## src/rtl/hcp_pkg.sv

```systemverilog
// Constants for the host control port: external map, fields, resets.
// Assumes a single 200 MHz core clock; all pins are asynchronous to it.
package hcp_pkg;
    localparam int          EXT_AW        = 3;
    localparam int          INT_AW        = 10;
    localparam int          INT_DW        = 20;
    localparam logic [2:0]  EXT_DATA_LOW  = 3'h0;
    localparam logic [2:0]  EXT_DATA_MID  = 3'h1;
    localparam logic [2:0]  EXT_DATA_HIGH = 3'h2;
    localparam logic [2:0]  EXT_SLEEP     = 3'h3;
    localparam logic [2:0]  EXT_PIN_SYNC  = 3'h4;
    localparam logic [2:0]  EXT_SOFT_SYNC = 3'h5;
    localparam logic [2:0]  EXT_CHAN_ADDR = 3'h6;
    localparam logic [2:0]  EXT_ADDR_CTRL = 3'h7;
    localparam int          NIBBLE_W      = 4;
    localparam int          ACR_HI_MSB    = 1;
    localparam int          ACR_AUTOINC   = 7;
    localparam logic [7:0]  REG_RESET     = 8'h00;
    localparam logic [3:0]  SER_IDLE      = 4'h0;
    localparam logic [3:0]  SER_FRAME     = 4'h1;
    localparam logic [3:0]  SER_SHIFT0    = 4'h5;
    localparam logic [3:0]  SER_LAST      = 4'hf;
    localparam int          SER_BITS      = 11;
    typedef enum logic [3:0] {
        ST_IDLE   = 4'b0001,
        ST_ACCESS = 4'b0010,
        ST_WAIT   = 4'b0100,
        ST_DONE   = 4'b1000
    } hcp_state_t;
endpackage : hcp_pkg

```

## src/rtl/hcp_serial_rx.sv

```systemverilog
// Self-framing serial write receiver, slave only.
// Expects serial clock and data already passed through two flip-flops.
module hcp_serial_rx
    import hcp_pkg::*;
(
    input  wire logic             clk,
    input  wire logic             reset,
    input  wire logic             sclk_sync,
    input  wire logic             sdi_sync,
    output logic                  ser_done,
    output logic [EXT_AW-1:0]     ser_addr,
    output logic [7:0]            ser_data
);
    logic                 sclk_prev;
    logic [3:0]           cnt;
    logic [SER_BITS-1:0]  shreg;
    logic                 next_done;
    logic [3:0]           next_cnt;
    logic [SER_BITS-1:0]  next_shreg;
    logic                 fall;

    // Only falling edges sample; no output is ever switched by this port
    assign fall = sclk_prev & ~sclk_sync;

    always_comb begin
        next_cnt   = cnt;
        next_shreg = shreg;
        next_done  = 1'b0;
        if (fall) begin
            if (cnt == SER_IDLE) begin
                if (sdi_sync) begin
                    next_cnt = SER_FRAME;
                end
            end else if (cnt < SER_SHIFT0) begin
                next_cnt = cnt + 4'h1;
            end else begin
                // Address then data, each MSB first
                next_shreg = {shreg[SER_BITS-2:0], sdi_sync};
                if (cnt == SER_LAST) begin
                    next_cnt  = SER_IDLE;
                    next_done = 1'b1;
                end else begin
                    next_cnt = cnt + 4'h1;
                end
            end
        end
    end

    always_ff @(posedge clk or posedge reset) begin
        if (reset) begin
            sclk_prev <= 1'b0;
            cnt       <= SER_IDLE;
            shreg     <= '0;
            ser_done  <= 1'b0;
        end else begin
            sclk_prev <= sclk_sync;
            cnt       <= next_cnt;
            shreg     <= next_shreg;
            ser_done  <= next_done;
        end
    end

    assign ser_addr = shreg[SER_BITS-1:8];
    assign ser_data = shreg[7:0];
endmodule : hcp_serial_rx

```

## src/rtl/hcp_port.sv

```systemverilog
// Host control port: 8-bit parallel port with two strobe conventions
// plus a serial write input that pre-empts it in ST_ACCESS only.
// Pins are asynchronous; internal register file answers in the same clock as the read pulse.
// Functional notes
// - Split mode: ready low until access completes
// - Strobe mode: ack low on completion, high after strobe
// - Serial reaches all registers, wins arbitration in ST_ACCESS only
// - Frame bit starts counter, skip four, shift
// - Serial address and data forwarded as write
// - Frame, don't-cares, address MSB, data MSB
// - Serial port is slave, clock external
// - Sample on falling serial clock edges
// - Low byte write copies all bytes inside
// - Low byte read loads higher bytes
// - High nibble register keeps four bits
// - Auto-increment channel address after low byte
// - Address 6 holds lower internal address
module hcp_port
    import hcp_pkg::*;
(
    input  wire logic               clk,
    input  wire logic               reset,
    input  wire logic               strobe_dir_mode,
    input  wire logic               cs_n,
    input  wire logic               rd_ds_n,
    input  wire logic               wr_rw_n,
    input  wire logic [EXT_AW-1:0]  host_addr,
    input  wire logic [7:0]         host_data_in,
    output logic      [7:0]         host_data_out,
    output logic                    host_data_oe,
    output logic                    transfer_ack_n,
    input  wire logic               serial_clk,
    input  wire logic               serial_ctrl_in,
    output logic      [INT_AW-1:0]  int_addr,
    output logic      [INT_DW-1:0]  int_wdata,
    output logic                    int_we,
    output logic                    int_re,
    input  wire logic [INT_DW-1:0]  int_rdata,
    output logic      [7:0]         sleep_ctrl,
    output logic      [7:0]         pin_sync_ctrl,
    output logic      [7:0]         soft_sync_ctrl
);
    localparam int PW = 6 + EXT_AW + 8;

    logic [PW-1:0]        pin_s1;
    logic [PW-1:0]        pin_s2;
    logic                 mode_s;
    logic                 cs_s;
    logic                 rd_s;
    logic                 wr_s;
    logic                 sclk_s;
    logic                 sdi_s;
    logic [EXT_AW-1:0]    addr_s;
    logic [7:0]           din_s;
    logic                 strobe_on;
    logic                 read_now;
    logic                 ser_done;
    logic [EXT_AW-1:0]    ser_addr;
    logic [7:0]           ser_data;

    hcp_state_t           state;
    hcp_state_t           next_state;
    logic                 acc_read;
    logic                 next_acc_read;
    logic [EXT_AW-1:0]    acc_addr;
    logic [EXT_AW-1:0]    next_acc_addr;
    logic [7:0]           acc_data;
    logic [7:0]           next_acc_data;
    logic [7:0]           data_low;
    logic [7:0]           next_data_low;
    logic [7:0]           data_mid;
    logic [7:0]           next_data_mid;
    logic [7:0]           data_high;
    logic [7:0]           next_data_high;
    logic [7:0]           chan_addr;
    logic [7:0]           next_chan_addr;
    logic [7:0]           addr_ctrl;
    logic [7:0]           next_addr_ctrl;
    logic [7:0]           next_sleep;
    logic [7:0]           next_pin_sync;
    logic [7:0]           next_soft_sync;
    logic [7:0]           next_dout;
    logic                 next_oe;
    logic [INT_AW-1:0]    next_int_addr;
    logic [INT_DW-1:0]    next_int_wdata;
    logic                 next_int_we;
    logic                 next_int_re;
    logic                 par_go;
    logic                 wr_go;
    logic [EXT_AW-1:0]    wr_a;
    logic [7:0]           wr_d;
    logic [INT_AW-1:0]    cur_int_addr;

    // Every pin, serial clock included, crosses through two flip-flops
    always_ff @(posedge clk or posedge reset) begin
        if (reset) begin
            pin_s1 <= {3'h7, 3'h0, {(EXT_AW + 8){1'b0}}};
            pin_s2 <= {3'h7, 3'h0, {(EXT_AW + 8){1'b0}}};
        end else begin
            pin_s1 <= {cs_n, rd_ds_n, wr_rw_n, strobe_dir_mode, serial_clk,
                       serial_ctrl_in, host_addr, host_data_in};
            pin_s2 <= pin_s1;
        end
    end

    assign {cs_s, rd_s, wr_s, mode_s, sclk_s, sdi_s, addr_s, din_s} = pin_s2;

    // Split strobes when mode low, data strobe plus direction when high
    assign strobe_on = mode_s ? (~cs_s & ~rd_s)
                              : (~cs_s & (~rd_s | ~wr_s));
    assign read_now  = mode_s ? wr_s : ~rd_s;

    // Serial clock is only ever an input: this end never drives it
    hcp_serial_rx u_serial (
        .clk       (clk),
        .reset     (reset),
        .sclk_sync (sclk_s),
        .sdi_sync  (sdi_s),
        .ser_done  (ser_done),
        .ser_addr  (ser_addr),
        .ser_data  (ser_data)
    );

    assign cur_int_addr = {addr_ctrl[ACR_HI_MSB:0], chan_addr};

    always_comb begin
        next_state     = state;
        next_acc_read  = acc_read;
        next_acc_addr  = acc_addr;
        next_acc_data  = acc_data;
        next_data_low  = data_low;
        next_data_mid  = data_mid;
        next_data_high = data_high;
        next_chan_addr = chan_addr;
        next_addr_ctrl = addr_ctrl;
        next_sleep     = sleep_ctrl;
        next_pin_sync  = pin_sync_ctrl;
        next_soft_sync = soft_sync_ctrl;
        next_dout      = host_data_out;
        next_oe        = strobe_on & read_now;
        next_int_addr  = int_addr;
        next_int_wdata = int_wdata;
        next_int_we    = 1'b0;
        next_int_re    = 1'b0;
        // A finishing serial frame stalls ST_ACCESS this cycle; a ST_WAIT read load still overrides it
        par_go = (state == ST_ACCESS) && !ser_done;
        wr_go  = ser_done | (par_go & ~acc_read);
        wr_a   = ser_done ? ser_addr : acc_addr;
        wr_d   = ser_done ? ser_data : acc_data;
        if (wr_go) begin
            case (wr_a)
                EXT_DATA_LOW: begin
                    next_data_low  = wr_d;
                    next_int_addr  = cur_int_addr;
                    next_int_wdata = {data_high[NIBBLE_W-1:0], data_mid,
                                      wr_d};
                    next_int_we    = 1'b1;
                    if (addr_ctrl[ACR_AUTOINC]) begin
                        next_chan_addr = chan_addr + 8'h01;
                    end
                end
                EXT_DATA_MID:  next_data_mid = wr_d;
                EXT_DATA_HIGH: next_data_high = {4'h0,
                                   wr_d[NIBBLE_W-1:0]};
                EXT_SLEEP:     next_sleep = wr_d;
                EXT_PIN_SYNC:  next_pin_sync = wr_d;
                EXT_SOFT_SYNC: next_soft_sync = wr_d;
                EXT_CHAN_ADDR: next_chan_addr = wr_d;
                EXT_ADDR_CTRL: next_addr_ctrl = wr_d;
                default:       next_addr_ctrl = addr_ctrl;
            endcase
        end
        case (state)
            ST_IDLE: begin
                if (strobe_on) begin
                    next_state    = ST_ACCESS;
                    next_acc_read = read_now;
                    next_acc_addr = addr_s;
                    next_acc_data = din_s;
                end
            end
            ST_ACCESS: begin
                if (par_go && !acc_read) begin
                    next_state = ST_DONE;
                end else if (par_go && acc_addr == EXT_DATA_LOW) begin
                    next_int_addr = cur_int_addr;
                    next_int_re   = 1'b1;
                    next_state    = ST_WAIT;
                    if (addr_ctrl[ACR_AUTOINC]) begin
                        next_chan_addr = chan_addr + 8'h01;
                    end
                end else if (par_go) begin
                    next_state = ST_DONE;
                    case (acc_addr)
                        EXT_DATA_MID:  next_dout = data_mid;
                        EXT_DATA_HIGH: next_dout = data_high;
                        EXT_SLEEP:     next_dout = sleep_ctrl;
                        EXT_CHAN_ADDR: next_dout = chan_addr;
                        EXT_ADDR_CTRL: next_dout = addr_ctrl;
                        default:       next_dout = 8'h00;
                    endcase
                end
            end
            ST_WAIT: begin
                // Internal storage answers in the same clock as the read pulse
                next_data_low  = int_rdata[7:0];
                next_data_mid  = int_rdata[15:8];
                next_data_high = {4'h0, int_rdata[INT_DW-1:16]};
                next_dout      = int_rdata[7:0];
                next_state     = ST_DONE;
            end
            ST_DONE: begin
                if (!strobe_on) begin
                    next_state = ST_IDLE;
                end
            end
            default: next_state = ST_IDLE;
        endcase
    end

    always_ff @(posedge clk or posedge reset) begin
        if (reset) begin
            state          <= ST_IDLE;
            acc_read       <= 1'b0;
            acc_addr       <= '0;
            acc_data       <= REG_RESET;
            data_low       <= REG_RESET;
            data_mid       <= REG_RESET;
            data_high      <= REG_RESET;
            chan_addr      <= REG_RESET;
            addr_ctrl      <= REG_RESET;
            sleep_ctrl     <= REG_RESET;
            pin_sync_ctrl  <= REG_RESET;
            soft_sync_ctrl <= REG_RESET;
            host_data_out  <= REG_RESET;
            host_data_oe   <= 1'b0;
            int_addr       <= '0;
            int_wdata      <= '0;
            int_we         <= 1'b0;
            int_re         <= 1'b0;
        end else begin
            state          <= next_state;
            acc_read       <= next_acc_read;
            acc_addr       <= next_acc_addr;
            acc_data       <= next_acc_data;
            data_low       <= next_data_low;
            data_mid       <= next_data_mid;
            data_high      <= next_data_high;
            chan_addr      <= next_chan_addr;
            addr_ctrl      <= next_addr_ctrl;
            sleep_ctrl     <= next_sleep;
            pin_sync_ctrl  <= next_pin_sync;
            soft_sync_ctrl <= next_soft_sync;
            host_data_out  <= next_dout;
            host_data_oe   <= next_oe;
            int_addr       <= next_int_addr;
            int_wdata      <= next_int_wdata;
            int_we         <= next_int_we;
            int_re         <= next_int_re;
        end
    end

    // Split mode: busy low while working; strobe mode: low once done
    assign transfer_ack_n = mode_s
        ? (state != ST_DONE)
        : !(state == ST_ACCESS || state == ST_WAIT);
endmodule : hcp_port

```

## config.mk

```make
export PLATFORM = sky130hd
export DESIGN_NAME = hcp_port
export DESIGN_NICKNAME = d
export VERILOG_FILES = /design/src/rtl/hcp_pkg.sv /design/src/rtl/hcp_serial_rx.sv /design/src/rtl/hcp_port.sv
export SDC_FILE = /design/constraint.sdc
export NUM_CORES = 1
export LEC_CHECK = 0
export BUFFER_PORTS_ARGS = -buffer_cell sky130_fd_sc_hd__buf_2
export CORE_MARGIN = 3
export CORE_UTILIZATION = 51
export DETAILED_ROUTE_END_ITERATION = 10
export GPL_TIMING_DRIVEN = 0
export PLACE_DENSITY = 0.76
export SYNTH_ARGS = -nofsm -noshare
export SYNTH_HDL_FRONTEND = slang
export SYNTH_SLANG_ARGS = --single-unit
```

## constraint.sdc

```tcl
create_clock -name clk -period 5.05 [get_ports clk]
set_input_delay 0.505 -clock clk [delete_from_list [all_inputs] [get_ports clk]]
set_output_delay 0.505 -clock clk [all_outputs]
set_load 0.005 [all_outputs]
```

---- After elaboration in Yosys (flattened, before gate mapping) ----
Cells that the tools add are included.
storage, ports and cells
  bits in writable memories ............... 0
  bits of input ports ..................... 39
  latch bits .............................. 0
  bits in registers ....................... 164
  output and inout port bits .............. 66
  memories ................................ 0
  logic and storage cells ................. 138
  bits in read-only memories .............. 0
operators by class
  multiply operators ...................... 0
  shifts and indexed selects .............. 0
  divide/modulo/power cells ............... 0
  add/sub/neg operators ................... 2
  reduce and logical (&&, ||, !) cells .... 26
  equality and inequality tests ........... 25
  bitwise operators ....................... 14
  order comparisons ....................... 1
  muxes and demuxes ....................... 47
operator list
  operator               number
  $mux W8                16
  $mux W10               5
  $pmux W8 S5            1
  $mux W4                9
  $pmux W8 S2            2
  $eq A3 B3 Y1 const B   6
  $reduce_and A2 Y1      9
  $pmux W4 S4            1
  $eq A3 B2 Y1 const B   4
  $mux W1                12
  $ne A2 B2 Y1 const B   6
  $add A8 B1 Y8 const B  1
  $eq A4 B4 Y1 const B   2
  $reduce_bool A2 Y1     4
  $not A1 Y1             7
  $eq A3 B1 Y1 const B   2
  $logic_not A3 Y1       2
  $reduce_and A3 Y1      2
  $and A1 B1 Y1          5
  $add A4 B1 Y4 const B  1
  $eq A4 B1 Y1 const B   1
  $eq A4 B2 Y1 const B   1
  $eq A4 B3 Y1 const B   1
  $logic_not A4 Y1       1
  9 further kinds        14

---- Longest topological paths before layout ----
  depth in word-level cells ............... 9
  gate-level depth with buffers ........... 8
  gate-level depth less buffers ........... 6

---- Cells and area by module ----
A second synthesis with hierarchy kept.
second synthesis, totals
  cell total of the unflattened synthesis .. 624
  area total of the unflattened synthesis .. 6975.4 µm²
modules (own cells, without submodules)
  module         cells each  instances  seq. area each (µm²)  area an instance (µm²)
  hcp_port       571         1          3587.2                6200.9
  hcp_serial_rx  53          1          425.4                 774.5

---- Worst setup path before layout ----
Ideal clock, no wire load.
  path kind ............................... flip-flop to flip-flop
  start ................................... register state[3]
  end ..................................... register chan_addr[2]
  setup time .............................. 124 ps
  data arrival time ....................... 1883 ps
  buffers on the path ..................... 1
  required time ........................... 4926 ps
  stages on the path, launching flop included .. 7
  path slack .............................. 3043 ps
  clock period less this slack ............ 2007 ps
  cell sequence ........................... dfrtp_1 > buf_6 > or4b_4 > nor4b_4 > nand2_2 > and2_0 > a211o_1
on the way
  longest elaborated chain between the ends .. 9
  elaborated cells on any way between the ends .. 11
  those cells by class .................... eq/ne (1); mux (5); bitwise (2); reduce/logical (3)
RTL lines
  what                    RTL line                          RTL
  start, declared         hcp_port.sv:61                    hcp_state_t state;
  start signal, assigned  hcp_port.sv:242                   state <= next_state;
  $eq A4 B2 Y1 (*)        hcp_port.sv:146, hcp_port.sv:173
  $logic_and A1 B1 Y1     hcp_port.sv:146                   par_go = (state == ST_ACCESS) && !ser_done;
  $and A1 B1 Y1           hcp_port.sv:147                   wr_go = ser_done | (par_go & ~acc_read);
  $or A1 B1 Y1            hcp_port.sv:147
  $mux W8                 hcp_port.sv:150                   if (wr_go) begin
  $mux W8                 hcp_port.sv:189                   if (addr_ctrl[ACR_AUTOINC]) begin
  $mux W8                 hcp_port.sv:185                   end else if (par_go && acc_addr == EXT_DATA_LOW) begin
  $mux W8                 hcp_port.sv:183                   if (par_go && !acc_read) begin
  $mux W8 (*)             hcp_port.sv:173                   case (state)
  via next_chan_addr[2]   hcp_port.sv:76                    logic [7:0] next_chan_addr;
  end signal, assigned    hcp_port.sv:249                   chan_addr <= next_chan_addr;
  end, declared           hcp_port.sv:75                    logic [7:0] chan_addr;
The timed path passes the listed nets; every way through them passes the cells marked *.
A chain may end at the register's enable or synchronous reset.

---- Final worst setup path ----
  start ................................... register u_serial.ser_done
  end ..................................... register data_mid[6]
on the way
  longest elaborated chain between the ends .. 6
  elaborated cells on any way between the ends .. 13
  those cells by class .................... eq/ne (1); mux (5); bitwise (2); reduce/logical (5)
RTL lines
  what                                 RTL line             RTL
  start, declared                      hcp_serial_rx.sv:10  output logic ser_done,
  start signal, assigned               hcp_serial_rx.sv:59  ser_done <= next_done;
  $logic_not A1 Y1                     hcp_port.sv:146
  $logic_and A1 B1 Y1                  hcp_port.sv:146
  $and A1 B1 Y1                        hcp_port.sv:147
  $or A1 B1 Y1                         hcp_port.sv:147
  $reduce_bool A2 Y1 (no source line)  n/a
  $reduce_and A2 Y1 (no source line)   n/a
  end signal, assigned                 hcp_port.sv:247      data_mid <= next_data_mid;
  end, declared                        hcp_port.sv:71       logic [7:0] data_mid;
Several ways; a longest one is shown, not always the timed one. The select of a mux whose other input is x is not followed.

==> flow_metrics.tcl <==
set metrics [dict create \
    cts_num_sinks 160 \
    critPathLaunchType "register" \
    grt_max_degree 100 \
    final_common_cell "dfrtp_1" \
    insertion_delay_ns 0.43 \
    grt_pass1_vias 4900 \
    p_total_mw 4.46 \
    clockBufferDepth 2 \
    fp.dieW_um 120 \
    cts-root-buf "clkbuf_16" \
    cpMaxStageDelayCell "mux2i_1" \
    fin_tns_setup_ns 0 \
    multi_input_area_um2 2410 \
    p_switching_mw 1.43 \
    yosys_register_bits 160 \
    tritoncts "yes" \
    rrSetupSlack_ns 2.38 \
    synth_cell_types 58 \
    grt_pass1_wl_mm 25.1 \
    ioPinCount 105 \
    grt_overflow 0 \
    seqPwrFrac_pct 44.0 \
    mappedNetlistArea_um2 6570 \
    layout.core_utilization_pct 64.8 \
    worstPathArrival_ns 2.95 \
    slowest_delay_ns 0.97 \
    path_clk_slew_ns 0.07 \
    grt_usage_pct 22.6 \
    start_util_pct 53.4 \
    hold_class "in -> async" \
    period_share_pct 52.9 \
    cts_setup_buffers 0 \
    antenna_left 0 \
    synth_edf_count 0 \
    layout_common_cells "dfrtp_1 (153), buf_2 (115), nand2_1 (83)" \
    register_area_um2 4010 \
    num_vias 4905 \
    dp_hpwl_mm 10.9 \
    r2r_cells 7 \
    dp.cells 839 \
    cp.required_ns 5.33 \
    cts_made_buffers 17 \
    dr.pass1.iters 5 \
    final_nets 732 \
    die_area_um2 14300 \
    rr_endpoint "data_mid[6]" \
    yosysTopAreaCellShare_pct 58.3 \
    post_dp_cell_area_um2 7340 \
    path_cells "buf_2, buf_2, buf_2, mux2i_1, nand2_1, o21ai_0, o21ai_0" \
    antenna_found_initial 0 \
    cts_hold_buffers 0 \
    fillers 978 \
    fin_crit_ns 2.67 \
    p_comb_share_pct 25.0 \
    hold_viol 0 \
    synthFlopType "dfrtp_1" \
    final_area_um2 7980 \
    swShare_pct 32.0 \
    synth_area_leaders "dfrtp_1 (58%), mux2_2 (7.7%), o21ai_0 (5.8%)" \
    async_flop_share_pct 100 \
    synth_top_area_cell "dfrtp_1" \
    fin_worst_skew_ns 0.0104 \
    finalWeightedCongestion 0.881 \
    ctsHtreeMaxLevel 4 \
    intPower_mw 3.03 \
    yosysWarnings 0 \
    pwr-share-clk_pct 31.0 \
    peakVddDrop_uv 315 \
    grt_setup_unrepaired "no" \
    end_kind "register" \
    area_growth_pct 21.4 \
    fin_cells 871 \
    numPortBuffers 104 \
    diodes 0 \
    core_area_um2 12300 \
    setup_viol 0 \
    row_count 40 \
    slew_headroom_pct 19.8 \
    drc 0 \
    drv_cap 0 \
    power_density_nw_per_um2 559 \
    max_clock_freq_mhz 374 \
    routed_wl_mm 15.7 \
    cp_max_fo 10 \
    drive_above_1_share_pct 30.3 \
    tightest_slew_ns 1.17 \
    maxSlewViolCount 0 \
    post_cts_resized 0 \
    fp.dieH_um 120 \
    leakage_nw 3.81 \
    syn_avg_cell_area_um2 11.6 \
    avgRoutedWirePerCell_um 18.0 \
    syn_inst 566 \
    synth_fp_nets 608 \
    r2r-start "u_serial.ser_done" \
    status "complete, no violations" \
    crit_top_cell "buf_2" \
    seq_area_frac_synth_pct 61.1 \
    via_per_inst 5.63 \
    crit_type "reg -> reg" \
    first_iter_violations 527 \
]
[how the worst max path moves through the flow]
stage	to	cells past startpoint	slack [ns]	start
2_1_floorplan	acc_addr[0]	1	0.24	reset
3_3_place_gp	int_wdata[8]	2	-1.16	reset
3_5_place_dp	data_mid[4]	7	2.42	u_serial.ser_done
4_1_cts	data_mid[4]	7	2.40	u_serial.ser_done
5_1_grt	data_mid[4]	7	2.27	u_serial.ser_done
6_report	data_mid[6]	7	2.38	u_serial.ser_done
[flip-flops by register name, indices dropped and copies added, names as in the netlist, 3 cells and up]
register,cells
u_serial.cnt,4
int_wdata,20
chan_addr,8
u_serial.shreg,11
sleep_ctrl,8
pin_sync_ctrl,8
addr_ctrl,8
pin_s1,17
state,4
acc_data,8
data_high,4
pin_s2,17
soft_sync_ctrl,8
host_data_out,8
data_mid,8
int_addr,10
acc_addr,3
[metrics by stage]
stage / worst slack (ns) / hold slack (ns)
after global placement: -1.16 / 0.333
final: 2.38 / 0.137
after floorplan: 0.237 / 0.331
after detailed placement: 2.42 / 0.335
after CTS: 2.40 / 0.153
after global routing: 2.27 / 0.148
[routing by layer]
| layer | global-route usage, % | wire length (um) | vias to the layer above |
|---|---|---|---|
| li1 | - | - | 2246 |
| met1 | 28.5 | 6320 | 2408 |
| met2 | 37.1 | 7810 | 204 |
| met3 | 5.94 | 1120 | 47 |
| met4 | 10.0 | 431 | 0 |
| met5 | 0 | 0 | - |
[Yosys cell counts (5+ instances only)]
library cell / number
o211ai_1: 5
mux2i_1: 17
dfrtp_1: 153
nor3_1: 7
clkbuf_1: 15
nor2b_1: 8
buf_2: 11
and2_1: 5
a211oi_1: 5
nand2_1: 83
nand2b_1: 8
nor2_1: 25
inv_1: 5
nand3_1: 9
dfstp_2: 7
a21oi_1: 16
mux2_2: 45
o21ai_0: 76
[worst max-delay path, delay by kind of cell, from the launching register on]
kind            cells  cell delay, ns
simple gates        1            0.14
mux                 1            0.97
compound gates      2            0.22
buf+inv             3            0.80
flops               1            0.38
[power groups by stage]
stage               Sequential (mW)  Clock, mW  Combinational [mW]
floorplan                      1.91          0               0.658
finish                         1.96       1.38                1.12
CTS                            1.96       1.39                1.12
global route                   2.01       1.46                1.23
detailed placement             1.98          0                1.11
global placement               1.95          0                1.06
[final cells by class]
class                      count  area share, %
clock inverter                14           2.56
multi-input combinational    371           30.2
buffer                        30           1.69
tap                          168           2.63
clock buffer                  18           5.50
timing repair buffer         105           6.87
inverter                       5          0.298
sequential                   160           50.3
[logic make-up (layout without fill, tap and decap cells)]
group	Yosys count	after routing	synth area share [%]
compound gates	133	133	11.8
xor+xnor	1	1	0.133
fa+ha+maj	3	3	0.571
buf+inv	35	172	2.34
flops	160	160	61.1
mux	66	66	11.7
simple gates	168	168	12.5
Note: power is estimated with default switching activity, not from simulation.
